[src/inc/adc_ctrl_pkg.sv]
// constants, types and helpers shared by the converter control block
package adc_ctrl_pkg;

  // ----------------------------------------------------------------
  // register byte offsets on the bus
  // ----------------------------------------------------------------
  localparam logic [7:0] OFS_RESULT_LOW = 8'h00;
  localparam logic [7:0] OFS_RESULT_HIGH = 8'h04;
  localparam logic [7:0] OFS_SETUP = 8'h08;
  localparam logic [7:0] OFS_CONTROL = 8'h0c;
  localparam logic [7:0] OFS_PIN_CONFIG = 8'h10;
  localparam logic [7:0] OFS_IRQ_STATUS = 8'h14;
  localparam logic [7:0] OFS_IRQ_CLEAR = 8'h18;
  localparam logic [7:0] OFS_IRQ_ENABLE = 8'h1c;

  // ----------------------------------------------------------------
  // field positions
  // ----------------------------------------------------------------
  localparam int SETUP_TEST_BIT = 7;
  localparam int SETUP_POWER_OFF_BIT = 6;
  localparam int SETUP_REF_CHANNEL_BIT = 5;
  localparam int SETUP_BANDGAP_EN_BIT = 4;
  localparam int SETUP_REF_SOURCE_BIT = 3;
  localparam int CTRL_START_BIT = 7;
  localparam int CTRL_PENDING_BIT = 6;
  localparam int IRQ_DONE_BIT = 0;

  // ----------------------------------------------------------------
  // values after reset
  // ----------------------------------------------------------------
  localparam logic [7:0] SETUP_RESET = 8'hc0;
  localparam logic [7:0] PIN_CONFIG_RESET = 8'h00;
  localparam logic [2:0] CHANNEL_RESET = 3'h0;
  localparam logic [7:0] IRQ_ENABLE_RESET = 8'h00;
  localparam logic [2:0] CLK_SEL_DIV2 = 3'h0;

  // conversion sequencer, gray coded along idle -> armed -> converting
  typedef enum logic [1:0] {
    ST_IDLE = 2'h0,
    ST_ARMED = 2'h1,
    ST_CONVERTING = 2'h3
  } conv_state_type;

  // divide ratio of a clock select code; zero marks an undefined code
  function automatic logic [5:0] div_ratio(input logic [2:0] sel);
    case (sel)
      3'h0: div_ratio = 6'h02;
      3'h1: div_ratio = 6'h08;
      3'h2: div_ratio = 6'h20;
      3'h4: div_ratio = 6'h01;
      3'h5: div_ratio = 6'h04;
      3'h6: div_ratio = 6'h10;
      default: div_ratio = 6'h00;
    endcase
  endfunction

endpackage

[src/adc_clock_divider.sv]
// converter clock enable generator derived from the system clock
`timescale 1ns/1ps
module adc_clock_divider
  import adc_ctrl_pkg::*;
(
  input wire logic clk,
  input wire logic arst_n,
  input wire logic run,
  input wire logic [2:0] sel,
  output logic tick_q
);

  logic [4:0] cnt_q;
  logic [4:0] cnt_d;
  wire logic [5:0] ratio = div_ratio(sel);
  // wrap on >= so a smaller ratio picked mid-count cannot overrun
  wire logic hit = run && (ratio != 6'h00) && ({1'b0, cnt_q} >= ratio - 6'h01);

  // undefined codes and power-off clear the counter and keep it at zero
  always_comb begin
    cnt_d = cnt_q;
    if (!run || ratio == 6'h00) begin
      cnt_d = 5'h00;
    end else if (hit) begin
      cnt_d = 5'h00;
    end else begin
      cnt_d = cnt_q + 5'h01;
    end
  end

  always_ff @(posedge clk or negedge arst_n) begin
    if (!arst_n) begin
      cnt_q <= 5'h00;
      tick_q <= 1'b0;
    end else begin
      cnt_q <= cnt_d;
      tick_q <= hit;
    end
  end
endmodule

[src/adc_result_store.sv]
// holding registers for the two result bytes
`timescale 1ns/1ps
module adc_result_store
  import adc_ctrl_pkg::*;
(
  input wire logic clk,
  input wire logic arst_n,
  input wire logic load,
  input wire logic [11:0] data,
  output logic [7:0] high_q,
  output logic [7:0] low_q
);

  // only a finished conversion changes the bytes; bus writes never reach here
  always_ff @(posedge clk or negedge arst_n) begin
    if (!arst_n) begin
      high_q <= 8'h00;
      low_q <= 8'h00;
    end else if (load) begin
      high_q <= data[11:4];
      low_q <= {data[3:0], 4'h0};
    end
  end
endmodule

[src/adc_control_and_result_regs.sv]
// converter control registers, routing, sequencing and result bytes on wishbone
//
// Contract
// result high byte carries conversion bits 11 down to 4.
// result low byte bits 7..4 carry bits 3..0; low nibble reads zero.
// with reference channel off, one of eight inputs is routed by channel bits.
// reference channel bit 5 routes band-gap voltage instead of any pin.
// power bit 6 at zero turns converter on; resets to one, off.
// band-gap enable bit 4 enables reference; cleared, output tied to ground.
// band-gap powers down when not routed and low-voltage monitor is off.
// reference source bit 3 picks analog supply at zero, reference pin at one.
// external reference disables reference pin I/O; internal leaves it usable.
// clock select divides system clock by 2,8,32,1,4,16; 011/111 undefined.
// setup bit 7 is a test bit that resets to one and reads one.
// each pin config bit set makes its port pin an analog input.
// software waits band-gap settle time before converting after enabling it.
// start 0-1-0 starts; start held high resets converter, pending flag one.
// conversion end clears pending flag and raises interrupt request together.
// result bytes update before pending clears and hold until next completion.
// result bytes ignore software writes; only conversions change them.
`timescale 1ns/1ps
module adc_control_and_result_regs
  import adc_ctrl_pkg::*;
(
  input wire logic clk,
  input wire logic arst_n,
  input wire logic wb_cyc_i,
  input wire logic wb_stb_i,
  input wire logic wb_we_i,
  input wire logic [7:0] wb_adr_i,
  input wire logic [31:0] wb_dat_i,
  input wire logic [3:0] wb_sel_i,
  output logic [31:0] wb_dat_o,
  output logic wb_ack_o,
  output logic irq,
  input wire logic low_voltage_monitor_enable,
  input wire logic conv_done,
  input wire logic [11:0] conv_result,
  output logic conv_start,
  output logic conv_reset,
  output logic conv_clk_en,
  output logic converter_power_on,
  output logic [7:0] analog_channel_sel,
  output logic bandgap_to_converter,
  output logic bandgap_power_on,
  output logic bandgap_grounded,
  output logic ref_from_pin,
  output logic ref_pin_io_disable,
  output logic [7:0] pin_analog_mask
);

  // ----------------------------------------------------------------
  // state
  // ----------------------------------------------------------------
  logic ack_q;
  logic [31:0] dat_q;
  logic [6:0] setup_q;
  logic [2:0] channel_q;
  logic [7:0] pin_cfg_q;
  logic [7:0] irq_en_q;
  logic irq_done_q;
  logic start_q;
  logic pending_q;
  logic finish_q;
  conv_state_type state_q;
  conv_state_type state_d;
  logic [7:0] res_high;
  logic [7:0] res_low;

  // ----------------------------------------------------------------
  // bus decode
  // ----------------------------------------------------------------
  // one wait state: ack follows the request by one edge, writes land on the next edge, where ack is sampled high
  wire logic req = wb_cyc_i && wb_stb_i;
  wire logic wr_lane = req && wb_we_i && ack_q && wb_sel_i[0];
  wire logic wr_setup = wr_lane && wb_adr_i == OFS_SETUP;
  wire logic wr_ctrl = wr_lane && wb_adr_i == OFS_CONTROL;
  wire logic wr_pins = wr_lane && wb_adr_i == OFS_PIN_CONFIG;
  wire logic wr_clear = wr_lane && wb_adr_i == OFS_IRQ_CLEAR;
  wire logic wr_irq_en = wr_lane && wb_adr_i == OFS_IRQ_ENABLE;
  wire logic [7:0] wr_byte = wb_dat_i[7:0];

  // start edges as written by software
  wire logic start_rise = wr_ctrl && wr_byte[CTRL_START_BIT] && !start_q;
  wire logic start_fall = wr_ctrl && !wr_byte[CTRL_START_BIT] && start_q;
  wire logic conv_accept = conv_done && state_q == ST_CONVERTING;

  // ----------------------------------------------------------------
  // read view
  // ----------------------------------------------------------------
  // the test bit has no storage: it is wired to one
  wire logic [7:0] setup_view = {1'b1, setup_q};
  wire logic [7:0] ctrl_view = {start_q, pending_q, 3'h0, channel_q};
  wire logic [7:0] status_view = {7'h00, irq_done_q};
  // result bytes are read-only: their offsets decode for reads only
  wire logic [7:0] rd_byte =
    (wb_adr_i == OFS_RESULT_LOW) ? res_low :
    (wb_adr_i == OFS_RESULT_HIGH) ? res_high :
    (wb_adr_i == OFS_SETUP) ? setup_view :
    (wb_adr_i == OFS_CONTROL) ? ctrl_view :
    (wb_adr_i == OFS_PIN_CONFIG) ? pin_cfg_q :
    (wb_adr_i == OFS_IRQ_STATUS) ? status_view :
    (wb_adr_i == OFS_IRQ_ENABLE) ? irq_en_q : 8'h00;

  // ack and read data; unmapped offsets answer with zero data
  always_ff @(posedge clk or negedge arst_n) begin
    if (!arst_n) begin
      ack_q <= 1'b0;
      dat_q <= 32'h0000_0000;
    end else begin
      ack_q <= req && !ack_q;
      if (req && !ack_q) begin
        dat_q <= {24'h00_0000, rd_byte};
      end
    end
  end

  assign wb_ack_o = ack_q;
  assign wb_dat_o = dat_q;

  // ----------------------------------------------------------------
  // configuration registers
  // ----------------------------------------------------------------
  always_ff @(posedge clk or negedge arst_n) begin
    if (!arst_n) begin
      setup_q <= SETUP_RESET[6:0];
      channel_q <= CHANNEL_RESET;
      pin_cfg_q <= PIN_CONFIG_RESET;
      irq_en_q <= IRQ_ENABLE_RESET;
    end else begin
      if (wr_setup) begin
        setup_q <= wr_byte[6:0];
      end
      if (wr_ctrl) begin
        channel_q <= wr_byte[2:0];
      end
      if (wr_pins) begin
        pin_cfg_q <= wr_byte;
      end
      if (wr_irq_en) begin
        irq_en_q <= wr_byte;
      end
    end
  end

  // ----------------------------------------------------------------
  // analog routing and power
  // ----------------------------------------------------------------
  wire logic ref_channel = setup_q[SETUP_REF_CHANNEL_BIT];
  wire logic bandgap_en = setup_q[SETUP_BANDGAP_EN_BIT];
  assign converter_power_on = !setup_q[SETUP_POWER_OFF_BIT];
  // band-gap selection blanks every pin so two sources never share the node
  assign analog_channel_sel = ref_channel ? 8'h00 : (8'h01 << channel_q);
  assign bandgap_to_converter = ref_channel;
  // the band-gap draws power only while somebody uses it
  assign bandgap_power_on = bandgap_en && (ref_channel || low_voltage_monitor_enable);
  assign bandgap_grounded = !bandgap_power_on;
  assign ref_from_pin = setup_q[SETUP_REF_SOURCE_BIT];
  assign ref_pin_io_disable = setup_q[SETUP_REF_SOURCE_BIT];
  assign pin_analog_mask = pin_cfg_q;

  // converter clock enable, stopped while the converter is off
  adc_clock_divider u_divider (
    .clk(clk),
    .arst_n(arst_n),
    .run(converter_power_on),
    .sel(setup_q[2:0]),
    .tick_q(conv_clk_en)
  );

  // ----------------------------------------------------------------
  // conversion sequencer
  // ----------------------------------------------------------------
  // settle time after enabling the band-gap is software's to honour; no hold-off here
  always_comb begin
    state_d = state_q;
    case (state_q)
      ST_IDLE: begin
        if (start_rise) begin
          state_d = ST_ARMED;
        end
      end
      ST_ARMED: begin
        if (start_fall) begin
          state_d = ST_CONVERTING;
        end
      end
      ST_CONVERTING: begin
        if (start_rise) begin
          state_d = ST_ARMED;
        end else if (conv_accept) begin
          state_d = ST_IDLE;
        end
      end
      default: begin
        state_d = ST_IDLE;
      end
    endcase
  end

  // pending clears one edge after the results load, so a poller never reads stale bytes
  always_ff @(posedge clk or negedge arst_n) begin
    if (!arst_n) begin
      state_q <= ST_IDLE;
      start_q <= 1'b0;
      pending_q <= 1'b1;
      finish_q <= 1'b0;
    end else begin
      state_q <= state_d;
      if (wr_ctrl) begin
        start_q <= wr_byte[CTRL_START_BIT];
      end
      finish_q <= conv_accept && !start_rise;
      if (start_rise) begin
        pending_q <= 1'b1;
      end else if (finish_q) begin
        pending_q <= 1'b0;
      end
    end
  end

  assign conv_start = state_q == ST_ARMED && start_fall;
  assign conv_reset = state_q == ST_ARMED;

  adc_result_store u_results (
    .clk(clk),
    .arst_n(arst_n),
    .load(conv_accept),
    .data(conv_result),
    .high_q(res_high),
    .low_q(res_low)
  );

  // ----------------------------------------------------------------
  // interrupt status
  // ----------------------------------------------------------------
  // a completion in the same cycle as a clear keeps the flag set
  always_ff @(posedge clk or negedge arst_n) begin
    if (!arst_n) begin
      irq_done_q <= 1'b0;
    end else if (finish_q) begin
      irq_done_q <= 1'b1;
    end else if (wr_clear && wr_byte[IRQ_DONE_BIT]) begin
      irq_done_q <= 1'b0;
    end
  end

  assign irq = irq_done_q && irq_en_q[IRQ_DONE_BIT];
endmodule

[config.mk]
export PLATFORM = sky130hd
export DESIGN_NAME = adc_control_and_result_regs
export DESIGN_NICKNAME = d
export VERILOG_FILES = /design/src/inc/adc_ctrl_pkg.sv /design/src/adc_clock_divider.sv /design/src/adc_result_store.sv /design/src/adc_control_and_result_regs.sv
export SDC_FILE = /design/constraint.sdc
export NUM_CORES = 1
export LEC_CHECK = 0
export ABC_CLOCK_PERIOD_IN_PS = 2530
export BUFFER_PORTS_ARGS = -buffer_cell sky130_fd_sc_hd__buf_2
export CORE_ASPECT_RATIO = 1.25
export CORE_UTILIZATION = 50
export CTS_BUF_LIST = sky130_fd_sc_hd__clkbuf_16
export DETAILED_ROUTE_END_ITERATION = 8
export PLACE_DENSITY = 0.81
export SYNTH_ARGS = -nofsm -noshare
export SYNTH_HDL_FRONTEND = slang
export SYNTH_SLANG_ARGS = --single-unit
[constraint.sdc]
create_clock -name clk -period 2.53 [get_ports clk]
set_input_delay 0.1265 -clock clk [delete_from_list [all_inputs] [get_ports clk]]
set_output_delay 0.1265 -clock clk [all_outputs]
set_load 0.05 [all_outputs]
==> impl_metrics.py <==
metrics = {
    "status": {
        "outcome": "complete, no violations",
    },
    "routing": {
        "routedWlPerCell_um": 15.8,
        "postRouteAntennaNets": 0,
        "drc_errors": 0,
        "dr.pass1.iters": 5,
        "vias_per_cell": 5.48,
        "routed_wirelength_mm": 7.59,
        "drtIter0Drc": 152,
        "vias": 2634,
    },
    "timing": {
        "fin_crit_sh_pct": 94.3,
        "clock_skew_ps": 3.52,
        "finalHoldViolCount": 0,
        "max_freq_ghz": 0.419,
        "tightest_slew_ps": 738,
        "setup_slack_ps": 144,
        "max_slew_margin_pct": 50.8,
        "finalCriticalPeriod_ps": 2390,
        "setup_viol": 0,
        "rsz0062_at_grt": "false",
        "slew_viol_final": 0,
    },
    "floorplanning": {
        "fp.dieW_um": 74.8,
        "dieArea_mm2": 0.00695,
        "ioPinCount": 122,
        "coreArea_mm2": 0.00629,
        "start_util_pct": 52.6,
        "rows": 32,
        "die_h_um": 92.9,
    },
    "worst_setup_path": {
        "r2r_start": "setup_q[1]",
        "reg2reg_depth": 11,
        "critPathArrivalTime_ps": 2600,
        "worstSetupStartpointType": "flip-flop",
        "crit_path_start": "setup_q[1]",
        "cpMostUsedCell": "nor2_1",
        "critPathMaxFanout": 7,
        "path_cells": "or3_4 -> ha_2 -> nor2_1 -> a21oi_1 -> nor2_1 -> a31oi_1 -> ha_1 -> o21ai_0 -> o31ai_2 -> buf_4 -> nor2_1",
        "end_kind": "flip-flop",
        "cp-endpoint": "u_divider.cnt_q[2]",
        "cpMaxStageDelayCell": "dfrtp_2",
        "cp.required_ps": 2740,
        "reg2reg_to": "u_divider.cnt_q[2]",
        "path_class": "reg -> reg",
        "ff2ff_setup_slack_ps": 140,
        "cp_slowest_stage_delay_ps": 450,
    },
    "placed_design": {
        "dp_hpwl_mm": 5.41,
        "gp_congestion": 0.870,
        "pre_cts_slack_ps": -84.6,
        "portBuffers": 70,
    },
    "global_routing": {
        "antenna_found_initial": 0,
        "grt_max_degree": 60,
        "first_global_vias": 2529,
        "overflow": 0,
        "grt_use_total_pct": 23.9,
        "grt_pass1_wl_mm": 12.2,
    },
    "logic_synthesis": {
        "synth_top_area_share_pct": 43.1,
        "ys_ff_latch": 59,
        "yosysTopAreaCell": "dfrtp_1",
        "synthCells": 317,
        "syn-cell-area_mm2": 0.00331,
        "ys_seq_area_share_pct": 44.7,
        "async_reset_ff_share_pct": 100,
        "synth_area_leaders": "dfrtp_1, mux2_2, buf_4",
        "syn_avg_cell_area_um2": 10.4,
        "synth_cell_type_count": 53,
        "synth_flop_cell": "dfrtp_1",
        "yosysWarnings": 0,
        "synth_edf_count": 0,
    },
    "cells_and_area": {
        "drive_gt1_share_pct": 37.6,
        "antenna_cells": 0,
        "synthToLayoutAreaGrowth_pct": 20.2,
        "register_area_mm2": 0.00148,
        "fin_nets": 462,
        "multi_input_area_mm2": 0.00167,
        "nFillCells": 529,
    },
    "clocking": {
        "cts_made_buffers": 9,
        "cts_max_level": 3,
        "clk_pin_slew_ps": 50,
        "clockRootBuffer": "clkbuf_16",
        "cts.sinks": 59,
        "cts_tree": "yes",
        "clkLatencyLatePin_ps": 320,
        "clk_path_buf_depth": 2,
    },
    "job": {
        "cap_violations": 0,
    },
    "pwr": {
        "power_leakage_nw": 2.01,
        "fin_total_pwr_mw": 2.42,
        "power_per_cell_area_mw_per_mm2": 608,
        "vdd_drop_max_mv": 0.564,
    },
    "hold_path": {
        "hold_class": "in -> reg",
        "worstHoldStart": "conv_done",
    },
}
## synth_stat cells, types with 3 or more instances
cell / count
dfrtp_1: 57
a211oi_1: 4
o21ai_0: 15
a31oi_1: 6
xor2_1: 3
nand2_1: 25
ha_1: 8
mux2_2: 34
nor2_4: 3
nand2b_1: 11
nand3_1: 11
nor2_1: 18
a21oi_1: 12
clkbuf_1: 6
nor2b_1: 8
nor3_1: 12
buf_4: 26
inv_1: 10
mux2_1: 3
## critical path, delay by kind of cell, from the launching register on
kind / cells / cell delay (ps)
and+or+nand+nor: 4 / 630
adders and majority gates: 2 / 490
AOI/OAI and AO/OA: 4 / 520
DFF: 1 / 450
buffers and inverters: 1 / 170
## sequential cells by signal, indices dropped and copies added (netlist names), 2 cells and up
register          flops
setup_q               7
channel_q             3
pin_analog_mask       8
irq_en_q              8
u_results.low_q       4
u_divider.cnt_q       5
state_q               2
u_results.high_q      8
wb_dat_o              8
## where the power goes
group / total [mW] / switching (mW) / leakage, nW / internal [mW]
registers: 0.966 / 0.00904 / 0.791 / 0.957
logic: 0.266 / 0.211 / 1.07 / 0.0548
clock network: 1.19 / 0.431 / 0.141 / 0.757
total: 2.42 / 0.651 / 2.01 / 1.77
## routing by layer
metal / wire [um] / vias up / track usage, % / share of wire [%]
met1: 3090 / 1293 / 29.1 / 41
met4: 202 / 0 / 11.0 / 2.7
met3: 331 / 18 / 5.01 / 4.4
met2: 3970 / 93 / 39.7 / 52
li1: - / 1230 / - / -
met5: 0 / - / 0 / 0
## placed cells by master (no fill, tap or decap), types with 2 or more instances in the layout
master      count
buf_2          70
dfrtp_1        55
mux2_2         34
nand2_1        25
conb_1         24
nor2_1         17
o21ai_0        14
a21oi_1        12
nor3_1         12
nand3_1        11
nand2b_1       11
inv_1          10
clkbuf_16       9
nor2b_1         8
ha_1            7
a31oi_1         6
a211oi_1        4
buf_4           4
xor2_1          3
nor2_4          3
mux2_1          3
clkinv_2        3
a21o_1          2
nor4_1          2
nor3_4          2
nand2_2         2
and2_1          2
a32oi_1         2
o221a_2         2
clkinvlp_4      2
dfstp_2         2
dfrtp_2         2
## per-stage QoR
step / hold slack [ps] / util (%) / std cells / area (um2) / TNS, ps
6_report: 26.2 / 63.3 / 481 / 3980 / 0
5_1_grt: 31.4 / 63.3 / 481 / 3980 / 0
4_1_cts: 20.6 / 62.9 / 480 / 3950 / 0
3_5_place_dp: 320 / 57.9 / 463 / 3640 / -255
3_3_place_gp: 309 / 57.9 / 463 / 3640 / 0
2_1_floorplan: -169 / - / 340 / 3390 / 0
## layout make-up
type / instances / share of cell area, %
repair buffers: 75 / 9.81
clock inverters: 7 / 1.73
clock buffers: 9 / 5.66
inverters: 10 / 0.944
flip-flops and latches: 59 / 37.2
multi-input cells: 236 / 41.9
well taps: 85 / 2.67
## worst min-delay path by stage
stage	end	slack, ps	cells past startpoint
finish	state_q[0]	30	2
global route	u_results.low_q[6]	30	2
CTS	state_q[0]	20	2
detailed placement	u_divider.cnt_q[0]	320	2
global placement	u_divider.cnt_q[0]	310	2
floorplan	channel_q[0]	-170	0
## kinds of logic after synthesis
logic type      after synthesis  synth area share (%)
xor+xnor                      4                  1.06
fa+ha+maj                     8                  3.03
other cells                   1                 0.113
simple gates                106                  18.3
flops                        59                  44.7
compound gates               55                  11.1
buf+inv                      45                  8.13
mux                          39                  13.6
## what timing repair did
| action | 4_1_cts | 5_1_grt |
|---|---|---|
| pin swaps | 0 | 1 |
| hold endpoints to repair | 57 | 0 |
| hold buffers | 1 | 0 |
| buffers inserted | 0 | 1 |
| endpoints found under the setup margin | 5 | 5 |
| resized for setup | 1 | 6 |
Note: power is estimated with default switching activity, not from simulation.
